[config.mk]
export PLATFORM = sky130hd
export DESIGN_NAME = mpni_top
export DESIGN_NICKNAME = d
export VERILOG_FILES = /design/src/mpni_pkg.sv /design/src/mpni_sync.sv /design/src/mpni_rx_asm.sv /design/src/mpni_top.sv
export SDC_FILE = /design/constraint.sdc
export NUM_CORES = 1
export LEC_CHECK = 0
export ABC_CLOCK_PERIOD_IN_PS = 3000
export BUFFER_PORTS_ARGS = -buffer_cell sky130_fd_sc_hd__buf_2
export CORE_UTILIZATION = 50
export DETAILED_ROUTE_END_ITERATION = 8
export PLACE_DENSITY = 0.8
export SLEW_MARGIN = 20
export SYNTH_ARGS = -nofsm -noshare
export SYNTH_HDL_FRONTEND = slang
export SYNTH_HIERARCHICAL = 1
export SYNTH_SLANG_ARGS = --single-unit
[constraint.sdc]
create_clock -name clock -period 3 [get_ports clock]
set_input_delay 0.15 -clock clock [delete_from_list [all_inputs] [get_ports clock]]
set_output_delay 0.15 -clock clock [all_outputs]
set_load 0.005 [all_outputs]
[src/mpni_pkg.sv]
`default_nettype none
package mpni_pkg;
   localparam int MPNI_AW = 8;
   localparam logic [7:0] MPNI_ADDR_CTRL = 8'h00;
   localparam logic [7:0] MPNI_ADDR_STAT = 8'h04;
   localparam int MPNI_CTRL_W = 4;
   localparam int MPNI_C_SERIAL = 0;
   localparam int MPNI_C_LOOP = 1;
   localparam int MPNI_C_NOMATCH = 2;
   localparam int MPNI_C_POL = 3;
   localparam logic [3:0] MPNI_CTRL_RST = 4'h0;
   localparam int MPNI_S_CRS = 0;
   localparam int MPNI_S_COL = 1;
   localparam int MPNI_S_LINK = 2;
   localparam int MPNI_S_BUSY = 3;
   localparam int MPNI_S_PACKET_COMPRESS_STROBE = 4;
   localparam logic [1:0] MPNI_RESP_OKAY = 2'h0;
   localparam logic [1:0] MPNI_RESP_SLVERR = 2'h2;
   localparam logic [2:0] MPNI_NIB_LAST = 3'h1;
   localparam logic [2:0] MPNI_SER_LAST = 3'h7;
   localparam int MPNI_SYNC_W = 10;
   localparam int MPNI_I_TXC = 9;
   localparam int MPNI_I_RXC = 8;
   localparam int MPNI_I_RXD = 4;
   localparam int MPNI_I_DV = 3;
   localparam int MPNI_I_ER = 2;
   localparam int MPNI_I_CRS = 1;
   localparam int MPNI_I_COL = 0;
   typedef enum logic [0:0] {
      MPNI_TX_IDLE = 1'b0,
      MPNI_TX_SEND = 1'b1
   } mpni_tx_state_t;
endpackage
`default_nettype wire

[src/mpni_sync.sv]
`timescale 1ns/10ps
`default_nettype none
module mpni_sync #(
   parameter int WIDTH = 1
) (
   input wire logic clock,
   input wire logic rst,
   input wire logic [WIDTH-1:0] d,
   output logic [WIDTH-1:0] q
);
   import mpni_pkg::*;
   typedef struct packed {
      logic [WIDTH-1:0] s1;
      logic [WIDTH-1:0] s2;
   } mpni_sync_st_t;
   mpni_sync_st_t s;
   mpni_sync_st_t next_s;

   // First stage feeds only the second
   always_comb begin
      next_s.s1 = d;
      next_s.s2 = s.s1;
   end

   always_ff @(posedge clock or posedge rst) begin
      if (rst) begin
         s <= '0;
      end else begin
         s <= next_s;
      end
   end

   assign q = s.s2;
endmodule
`default_nettype wire

[src/mpni_rx_asm.sv]
`timescale 1ns/10ps
`default_nettype none
module mpni_rx_asm (
   input wire logic clock,
   input wire logic rst,
   input wire logic step,
   input wire logic clr,
   input wire logic ser,
   input wire logic [3:0] bits,
   output logic [7:0] rx_data,
   output logic rx_valid
);
   import mpni_pkg::*;
   typedef struct packed {
      logic [2:0] cnt;
      logic [7:0] sh;
      logic [7:0] data;
      logic valid;
   } mpni_asm_st_t;
   mpni_asm_st_t s;
   mpni_asm_st_t next_s;
   logic [7:0] nb;
   logic [2:0] last;

   // Earliest bit lands in bit 0 in both modes
   assign nb = ser ? {bits[0], s.sh[7:1]} : {bits, s.sh[7:4]};
   assign last = ser ? MPNI_SER_LAST : MPNI_NIB_LAST;

   always_comb begin
      next_s = s;
      next_s.valid = 1'b0;
      if (clr) begin
         next_s.cnt = 3'h0;
      end else if (step) begin
         next_s.sh = nb;
         next_s.cnt = s.cnt + 3'h1;
         if (s.cnt == last) begin
            next_s.data = nb;
            next_s.valid = 1'b1;
            next_s.cnt = 3'h0;
         end
      end
   end

   always_ff @(posedge clock or posedge rst) begin
      if (rst) begin
         s <= '0;
      end else begin
         s <= next_s;
      end
   end

   assign rx_data = s.data;
   assign rx_valid = s.valid;
endmodule
`default_nettype wire

[src/mpni_top.sv]
`timescale 1ns/10ps
`default_nettype none
// Contract
// - Transmit nibbles: low nibble of each byte first, high nibble next clock.
// - Serial mode: serial transmit bits go out on transmit data bit 0.
// - Serial mode: transmit data bit 1 carries the loop-back control bit.
// - Transmit enable is high exactly while transmit nibbles carry frame data.
// - Serial mode: serial transmit enable rises once frame data is ready.
// - Transmit error is driven synchronous to the transmit clock.
// - Serial mode: compression output asserts right after destination address intake.
// - Software picks compression on address-filter match or on no match.
// - Software picks the active polarity of the compression output.
// - PHY changes receive pins on falling edge; device samples on rising edge.
// - Received nibbles assemble earliest first: first nibble is the low half.
// - Serial mode: serial receive bits are taken from receive data bit 0.
// - Transmit nibbles and enable update on the transmit clock rising edge.
module mpni_top (
   input wire logic clock,
   input wire logic rst,
   input wire logic [mpni_pkg::MPNI_AW-1:0] s_axi_awaddr,
   input wire logic s_axi_awvalid,
   output logic s_axi_awready,
   input wire logic [31:0] s_axi_wdata,
   input wire logic [3:0] s_axi_wstrb,
   input wire logic s_axi_wvalid,
   output logic s_axi_wready,
   output logic [1:0] s_axi_bresp,
   output logic s_axi_bvalid,
   input wire logic s_axi_bready,
   input wire logic [mpni_pkg::MPNI_AW-1:0] s_axi_araddr,
   input wire logic s_axi_arvalid,
   output logic s_axi_arready,
   output logic [31:0] s_axi_rdata,
   output logic [1:0] s_axi_rresp,
   output logic s_axi_rvalid,
   input wire logic s_axi_rready,
   input wire logic [7:0] tx_data,
   input wire logic tx_valid,
   output logic tx_ready,
   input wire logic tx_err_req,
   input wire logic da_done,
   input wire logic da_match,
   output logic [7:0] rx_data,
   output logic rx_valid,
   output logic rx_frame_end,
   output logic rx_err,
   input wire logic phy_tx_clk,
   input wire logic phy_rx_clk,
   input wire logic [3:0] phy_rxd,
   input wire logic phy_rx_dv,
   input wire logic phy_rx_er,
   input wire logic phy_crs,
   input wire logic phy_col,
   output logic [3:0] phy_txd,
   output logic phy_tx_en,
   output logic phy_tx_err
);
   import mpni_pkg::*;

   typedef struct packed {
      logic aw_got;
      logic w_got;
      logic [MPNI_AW-1:0] waddr;
      logic [31:0] wdata;
      logic [3:0] wstrb;
      logic bvalid;
      logic [1:0] bresp;
      logic rvalid;
      logic [31:0] rdata;
      logic [1:0] rresp;
      logic [MPNI_CTRL_W-1:0] ctrl;
      logic txc_d;
      logic rxc_d;
      mpni_tx_state_t txs;
      logic [2:0] cnt;
      logic [7:0] sh;
      logic [3:0] txd;
      logic tx_en;
      logic tx_err;
      logic err_pin;
      logic packet_compress_strobe;
      logic rx_act;
      logic frame_end;
      logic rx_err;
   } mpni_st_t;

   mpni_st_t s;
   mpni_st_t next_s;
   logic [MPNI_SYNC_W-1:0] sy;
   logic ser;
   logic tx_edge;
   logic rx_edge;
   logic need;
   logic valid_now;
   logic [2:0] last;
   logic [31:0] stat_word;

   // Clock pins are sampled like data; edges found in the system clock domain
   mpni_sync #(
      .WIDTH(MPNI_SYNC_W)
   ) u_sync (
      .clock(clock),
      .rst(rst),
      .d({phy_tx_clk, phy_rx_clk, phy_rxd, phy_rx_dv, phy_rx_er, phy_crs, phy_col}),
      .q(sy)
   );

   assign ser = s.ctrl[MPNI_C_SERIAL];
   assign tx_edge = sy[MPNI_I_TXC] & ~s.txc_d;
   assign rx_edge = sy[MPNI_I_RXC] & ~s.rxc_d;
   assign last = ser ? MPNI_SER_LAST : MPNI_NIB_LAST;
   assign need = (s.txs == MPNI_TX_IDLE) || (s.cnt == last);
   // Serial frames are bounded by serial carrier sense; the shared valid pin is link
   assign valid_now = ser ? sy[MPNI_I_CRS] : sy[MPNI_I_DV];
   assign tx_ready = tx_edge & need;

   always_comb begin
      stat_word = 32'h0;
      stat_word[MPNI_S_CRS] = sy[MPNI_I_CRS];
      stat_word[MPNI_S_COL] = sy[MPNI_I_COL];
      stat_word[MPNI_S_LINK] = sy[MPNI_I_DV];
      stat_word[MPNI_S_BUSY] = s.tx_en;
      stat_word[MPNI_S_PACKET_COMPRESS_STROBE] = s.packet_compress_strobe;
   end

   always_comb begin
      next_s = s;
      next_s.txc_d = sy[MPNI_I_TXC];
      next_s.rxc_d = sy[MPNI_I_RXC];
      // Register bus, write side
      if (s_axi_awvalid && s_axi_awready) begin
         next_s.aw_got = 1'b1;
         next_s.waddr = s_axi_awaddr;
      end
      if (s_axi_wvalid && s_axi_wready) begin
         next_s.w_got = 1'b1;
         next_s.wdata = s_axi_wdata;
         next_s.wstrb = s_axi_wstrb;
      end
      if (s.aw_got && s.w_got) begin
         next_s.aw_got = 1'b0;
         next_s.w_got = 1'b0;
         next_s.bvalid = 1'b1;
         next_s.bresp = MPNI_RESP_OKAY;
         if (s.waddr == MPNI_ADDR_CTRL) begin
            if (s.wstrb[0]) begin
               next_s.ctrl = s.wdata[MPNI_CTRL_W-1:0];
            end
         end else if (s.waddr != MPNI_ADDR_STAT) begin
            next_s.bresp = MPNI_RESP_SLVERR;
         end
      end
      if (s.bvalid && s_axi_bready) begin
         next_s.bvalid = 1'b0;
      end
      // Register bus, read side
      if (s_axi_arvalid && s_axi_arready) begin
         next_s.rvalid = 1'b1;
         next_s.rresp = MPNI_RESP_OKAY;
         if (s_axi_araddr == MPNI_ADDR_CTRL) begin
            next_s.rdata = {{(32 - MPNI_CTRL_W){1'b0}}, s.ctrl};
         end else if (s_axi_araddr == MPNI_ADDR_STAT) begin
            next_s.rdata = stat_word;
         end else begin
            next_s.rdata = 32'h0;
            next_s.rresp = MPNI_RESP_SLVERR;
         end
      end
      if (s.rvalid && s_axi_rready) begin
         next_s.rvalid = 1'b0;
      end
      // Transmit: pin changes follow a transmit clock rising edge, except the serial loop-back bit
      if (tx_edge) begin
         next_s.tx_err = tx_err_req;
         if (need) begin
            if (tx_valid) begin
               next_s.txs = MPNI_TX_SEND;
               next_s.cnt = 3'h0;
               next_s.tx_en = 1'b1;
               if (ser) begin
                  next_s.txd[0] = tx_data[0];
                  next_s.sh = {1'b0, tx_data[7:1]};
               end else begin
                  next_s.txd = tx_data[3:0];
                  next_s.sh = {4'h0, tx_data[7:4]};
               end
            end else begin
               // Underrun ends the frame; upstream must keep bytes ready
               next_s.txs = MPNI_TX_IDLE;
               next_s.tx_en = 1'b0;
               next_s.txd = 4'h0;
            end
         end else begin
            next_s.cnt = s.cnt + 3'h1;
            if (ser) begin
               next_s.txd[0] = s.sh[0];
               next_s.sh = {1'b0, s.sh[7:1]};
            end else begin
               next_s.txd = s.sh[3:0];
               next_s.sh = {4'h0, s.sh[7:4]};
            end
         end
      end
      if (ser) begin
         // Loop-back request tracks the control bit at all times
         next_s.txd[1] = s.ctrl[MPNI_C_LOOP];
         next_s.txd[3:2] = 2'h0;
      end
      // Receive framing
      next_s.frame_end = 1'b0;
      next_s.rx_err = 1'b0;
      if (rx_edge) begin
         next_s.rx_act = valid_now;
         next_s.frame_end = s.rx_act & ~valid_now;
         next_s.rx_err = ~ser & sy[MPNI_I_DV] & sy[MPNI_I_ER];
      end
      // Compression strobe lives until the received frame ends or serial mode is left
      if (!ser || next_s.frame_end) begin
         next_s.packet_compress_strobe = 1'b0;
      end
      if (ser && da_done && (da_match ^ s.ctrl[MPNI_C_NOMATCH])) begin
         next_s.packet_compress_strobe = 1'b1;
      end
      // Shared pin: transmit error or compression strobe
      next_s.err_pin = ser ? (next_s.packet_compress_strobe ^ s.ctrl[MPNI_C_POL]) : next_s.tx_err;
   end

   always_ff @(posedge clock or posedge rst) begin
      if (rst) begin
         s <= '0;
         s.ctrl <= MPNI_CTRL_RST;
         s.txs <= MPNI_TX_IDLE;
      end else begin
         s <= next_s;
      end
   end

   mpni_rx_asm u_rx_asm (
      .clock(clock),
      .rst(rst),
      .step(rx_edge & valid_now),
      .clr(rx_edge & ~valid_now),
      .ser(ser),
      .bits(sy[MPNI_I_RXD +: 4]),
      .rx_data(rx_data),
      .rx_valid(rx_valid)
   );

   assign s_axi_awready = ~s.aw_got & ~s.bvalid;
   assign s_axi_wready = ~s.w_got & ~s.bvalid;
   assign s_axi_bvalid = s.bvalid;
   assign s_axi_bresp = s.bresp;
   assign s_axi_arready = ~s.rvalid;
   assign s_axi_rvalid = s.rvalid;
   assign s_axi_rdata = s.rdata;
   assign s_axi_rresp = s.rresp;
   assign phy_txd = s.txd;
   assign phy_tx_en = s.tx_en;
   assign phy_tx_err = s.err_pin;
   assign rx_frame_end = s.frame_end;
   assign rx_err = s.rx_err;
endmodule
`default_nettype wire

==> run_summary.xml <==
<?xml version="1.0" encoding="UTF-8"?>
<metrics>
  <group name="critical_path">
    <metric name="timing.critical_path.mode_cell" unit="">sky130_fd_sc_hd__nor2b_1</metric>
    <metric name="worstSetupStartpoint" unit="">u_sync/q[8]</metric>
    <metric name="crit_family" unit="">simple AND/OR/NAND/NOR gates</metric>
    <metric name="timing.critical_path.cells" unit="">nor2b_1 &gt; nor2b_1 &gt; or2b_1 &gt; a211oi_4 &gt; mux2_2</metric>
    <metric name="timing.critical_path.required" unit="ns">3.24</metric>
    <metric name="cp.arrival" unit="ns">2.65</metric>
    <metric name="worst_path_largest_cell_delay" unit="ns">0.47</metric>
    <metric name="path_buf_inv" unit="">0</metric>
    <metric name="worst_r2r_startpoint" unit="">u_sync/q[8]</metric>
    <metric name="criticalPathCategory" unit="">flop to flop</metric>
    <metric name="critical_path_peak_fanout" unit="">9</metric>
    <metric name="startpoint_type" unit="">flop</metric>
    <metric name="worstSetupEndpointType" unit="">flop</metric>
    <metric name="critPathSlowestCell" unit="">sky130_fd_sc_hd__a211oi_4</metric>
  </group>
  <group name="global_routing">
    <metric name="gr-usage-all-layers" unit="">0.176</metric>
    <metric name="first_global_vias" unit="">2557</metric>
    <metric name="global_route_wire_length_before_repair" unit="um">11500</metric>
    <metric name="antenna_violations_before_repair" unit="">0</metric>
    <metric name="grt_max_degree" unit="">52</metric>
    <metric name="globalRoute.totalOverflow" unit="">0</metric>
  </group>
  <group name="detailed_routing">
    <metric name="detail_route.drc_violations" unit="">0</metric>
    <metric name="ant_nets" unit="">0</metric>
    <metric name="first_iter_violations" unit="">84</metric>
    <metric name="avgViaCountPerCell" unit="">4.98</metric>
    <metric name="detail_route.wirelength" unit="um">6910</metric>
    <metric name="wire_per_inst" unit="um">13.4</metric>
    <metric name="routed-via-count" unit="">2567</metric>
    <metric name="iteration_count_of_the_initial_detailed_routing_pass" unit="">4</metric>
  </group>
  <group name="placement">
    <metric name="port_buffers" unit="">79</metric>
    <metric name="detailed_place_hpwl" unit="um">5020</metric>
    <metric name="post_dp_cell_area" unit="um2">4340</metric>
    <metric name="pre_cts_setup_slack" unit="ns">0.584</metric>
    <metric name="gpl_congestion" unit="">0.807</metric>
  </group>
  <group name="timing">
    <metric name="slew_violations" unit="">0</metric>
    <metric name="worstMarginPinSlew" unit="ns">0.858</metric>
    <metric name="tns" unit="ns">0</metric>
    <metric name="rsz_0062_raised_after_global_routing" unit="">no</metric>
    <metric name="post-route-period-util" unit="">0.804</metric>
    <metric name="timing.clock.skew" unit="ns">0.00723</metric>
    <metric name="max_freq" unit="MHz">414</metric>
    <metric name="finalSetupViolations" unit="">0</metric>
    <metric name="timing.max_slew.rel_slack" unit="">0.427</metric>
    <metric name="post_route_setup_slack" unit="ns">0.587</metric>
    <metric name="finalHoldViolCount" unit="">0</metric>
    <metric name="finalCriticalPeriod" unit="ns">2.41</metric>
  </group>
  <group name="clock_network">
    <metric name="tritoncts" unit="">done</metric>
    <metric name="cts.repair.resized" unit="">0</metric>
    <metric name="ctsRootBufferMaster" unit="">sky130_fd_sc_hd__clkbuf_8</metric>
    <metric name="tritoncts_buffer_count" unit="">9</metric>
    <metric name="worst_setup_hold_path_clk_slew" unit="ns">0.09</metric>
    <metric name="cts.sinks" unit="">90</metric>
    <metric name="worstSkewPairLatency" unit="ns">0.35</metric>
    <metric name="cts_setup_buffers" unit="">0</metric>
    <metric name="cts.path.max_buffers" unit="">2</metric>
    <metric name="htree_depth" unit="">3</metric>
  </group>
  <group name="power">
    <metric name="fin_total_pwr" unit="mW">3.58</metric>
    <metric name="vdd.ir_drop.worst" unit="V">0.000395</metric>
    <metric name="leakage" unit="nW">2.25</metric>
    <metric name="power-per-cell-area" unit="nW/um2">766</metric>
  </group>
  <group name="worst_hold_path">
    <metric name="hp-start" unit="">s_axi_wdata[2]</metric>
    <metric name="hold_path.class" unit="">input port to flop</metric>
  </group>
  <group name="die">
    <metric name="dieArea" unit="um2">8540</metric>
    <metric name="io_pins" unit="">140</metric>
    <metric name="core" unit="um2">7810</metric>
    <metric name="floorplan.initialDensity" unit="">0.524</metric>
    <metric name="placementRows" unit="">32</metric>
    <metric name="fp.dieH" unit="um">92.4</metric>
    <metric name="dieWidth" unit="um">92.4</metric>
  </group>
  <group name="yosys">
    <metric name="synth_top_cells_by_area" unit="">sky130_fd_sc_hd__dfrtp_1 55%, sky130_fd_sc_hd__mux2_2 9.9%, sky130_fd_sc_hd__buf_4 8.8%</metric>
    <metric name="synth_sequential_area_ratio" unit="">0.551</metric>
    <metric name="ys_async_sr_fraction" unit="">1.00</metric>
    <metric name="synth_top_area_share" unit="">0.551</metric>
    <metric name="netlist-cell-type-count" unit="">50</metric>
    <metric name="netlist_top_cells_count" unit="">90 x sky130_fd_sc_hd__dfrtp_1, 48 x sky130_fd_sc_hd__buf_4, 36 x sky130_fd_sc_hd__mux2_2</metric>
    <metric name="yosys_warnings" unit="">6</metric>
    <metric name="netlist_area_pre_place" unit="um2">4090</metric>
    <metric name="netlist.top_cell.by_area" unit="">sky130_fd_sc_hd__dfrtp_1</metric>
    <metric name="ys_ff_latch" unit="">90</metric>
    <metric name="synth-edff-count" unit="">0</metric>
    <metric name="gate_count_post_synth" unit="">331</metric>
    <metric name="synth.most_common_cell" unit="">sky130_fd_sc_hd__dfrtp_1</metric>
    <metric name="yosys_most_used_dff" unit="">sky130_fd_sc_hd__dfrtp_1</metric>
    <metric name="syn_avg_cell_area" unit="um2">12.3</metric>
  </group>
  <group name="finish">
    <metric name="area.growth.synth_to_final" unit="%">14.5</metric>
    <metric name="multi_input_gate_area" unit="um2">1490</metric>
    <metric name="antenna_cells_inserted" unit="">0</metric>
    <metric name="final_area" unit="um2">4680</metric>
    <metric name="drive_gt1_frac" unit="">0.344</metric>
    <metric name="final_util" unit="">0.600</metric>
    <metric name="nets" unit="">491</metric>
    <metric name="register_area" unit="um2">2250</metric>
    <metric name="filler_cells" unit="">649</metric>
  </group>
  <group name="job">
    <metric name="cap_viol_max_count" unit="">0</metric>
  </group>
  <group name="status">
    <metric name="status" unit="">completed</metric>
  </group>
</metrics>
-- state kept, by name, indices dropped and copies added, names as in the netlist --
register	cells
s	35
u_rx_asm/s	10
u_sync/next_s	10
u_sync/q	10
u_rx_asm/rx_data	8
s_axi_rdata	5
phy_txd	4
phy_tx_err	1
rx_err	1
rx_frame_end	1
s_axi_bresp	1
s_axi_bvalid	1
s_axi_rresp	1
s_axi_rvalid	1
u_rx_asm/rx_valid	1
-- stage by stage --
step                hold slack, ns  cells
finish                      0.0254    515
global route               0.00696    515
CTS                         0.0124    515
detailed placement           0.260    486
global placement             0.260    486
floorplan                    0.101    359
-- path summary, 6_finish.rpt --
check | endpoint | slack (ns) | depth (start not counted)
worst max-delay path | u_rx_asm/rx_data[0] | 0.59 | 5
worst min-delay path | s[73] | 0.03 | 2
worst max register to register | u_rx_asm/rx_data[0] | 0.59 | 5
worst min register to register | u_sync/q[3] | 0.35 | 0
max in group asynchronous | s[74] | 1.98 | 3
min in group asynchronous | u_sync/q[7] | 0.49 | 3
-- worst register-to-register path: cells and delay by family (launching register included) --
| family | cells | cell delay (ns) |
|---|---|---|
| AOI/OAI and AO/OA | 1 | 0.47 |
| DFF | 1 | 0.34 |
| muxes | 1 | 0.40 |
| and+or+nand+nor | 3 | 1.09 |
-- metal layers --
metal | track usage | routed length [um] | share of wire | up-vias
met5 | 0 | 0 | 0 | -
met4 | 0.0807 | 140 | 0.020 | 0
met3 | 0.0468 | 444 | 0.064 | 12
met2 | 0.282 | 3270 | 0.47 | 111
met1 | 0.223 | 3060 | 0.44 | 1215
li1 | - | - | - | 1229
-- layout make-up --
type                    instances  share of cell area
clock buffers                  10              0.0294
inverters                      13              0.0107
repair buffers                 96               0.119
clock inverters                 6              0.0155
flip-flops and latches         90               0.481
multi-input cells             198               0.317
well taps                     102              0.0273
-- power breakdown --
part           internal [mW]  total (mW)  switching (mW)
logic                  0.528       0.971           0.443
clock network          0.419       0.848           0.428
registers               1.54        1.77           0.229
total                   2.48        3.58            1.10
-- cells in the final DEF (no fill, tap or decap), types with 2 or more instances in the layout --
cell	netlist	final
sky130_fd_sc_hd__dfrtp_1	90	90
sky130_fd_sc_hd__buf_2	0	79
sky130_fd_sc_hd__mux2_2	36	36
sky130_fd_sc_hd__conb_1	1	29
sky130_fd_sc_hd__nand2_1	19	19
sky130_fd_sc_hd__mux2i_1	18	18
sky130_fd_sc_hd__o21ai_0	13	13
sky130_fd_sc_hd__dlygate4sd3_1	0	13
sky130_fd_sc_hd__nor2_1	12	12
sky130_fd_sc_hd__inv_1	12	11
sky130_fd_sc_hd__clkbuf_8	0	10
sky130_fd_sc_hd__nor2b_1	4	4
sky130_fd_sc_hd__nor3_1	4	4
sky130_fd_sc_hd__nand3_1	4	4
sky130_fd_sc_hd__and2_1	4	4
sky130_fd_sc_hd__nand4_1	4	4
sky130_fd_sc_hd__a31oi_1	4	4
sky130_fd_sc_hd__a311oi_1	4	4
sky130_fd_sc_hd__buf_4	48	4
sky130_fd_sc_hd__o21a_1	3	3
sky130_fd_sc_hd__a21o_1	3	3
sky130_fd_sc_hd__mux4_1	3	3
sky130_fd_sc_hd__o31ai_1	3	3
sky130_fd_sc_hd__nand2b_1	2	2
sky130_fd_sc_hd__o211ai_1	2	2
sky130_fd_sc_hd__a22o_1	2	2
sky130_fd_sc_hd__and3_1	2	2
sky130_fd_sc_hd__xor2_1	2	2
sky130_fd_sc_hd__clkinv_2	0	2
sky130_fd_sc_hd__ha_1	2	2
sky130_fd_sc_hd__inv_6	0	2
-- timing repair --
| item | in CTS | in global routing |
|---|---|---|
| endpoints found under the setup margin | 0 | 0 |
| hold buffers | 13 | 0 |
| endpoints found under the hold margin | 51 | 0 |
-- cell families (layout without fill, tap and decap cells) --
kind of cell,count (synthesis),after routing,share of synthesized area
flops,90,90,0.551
simple gates,65,65,0.0869
fa+ha+maj,2,2,0.00612
buf+inv,71,125,0.111
compound gates,42,42,0.0747
other cells,1,29,0.000917
mux,57,57,0.163
xor+xnor,3,3,0.00643
(Power assumes the default switching activity.)
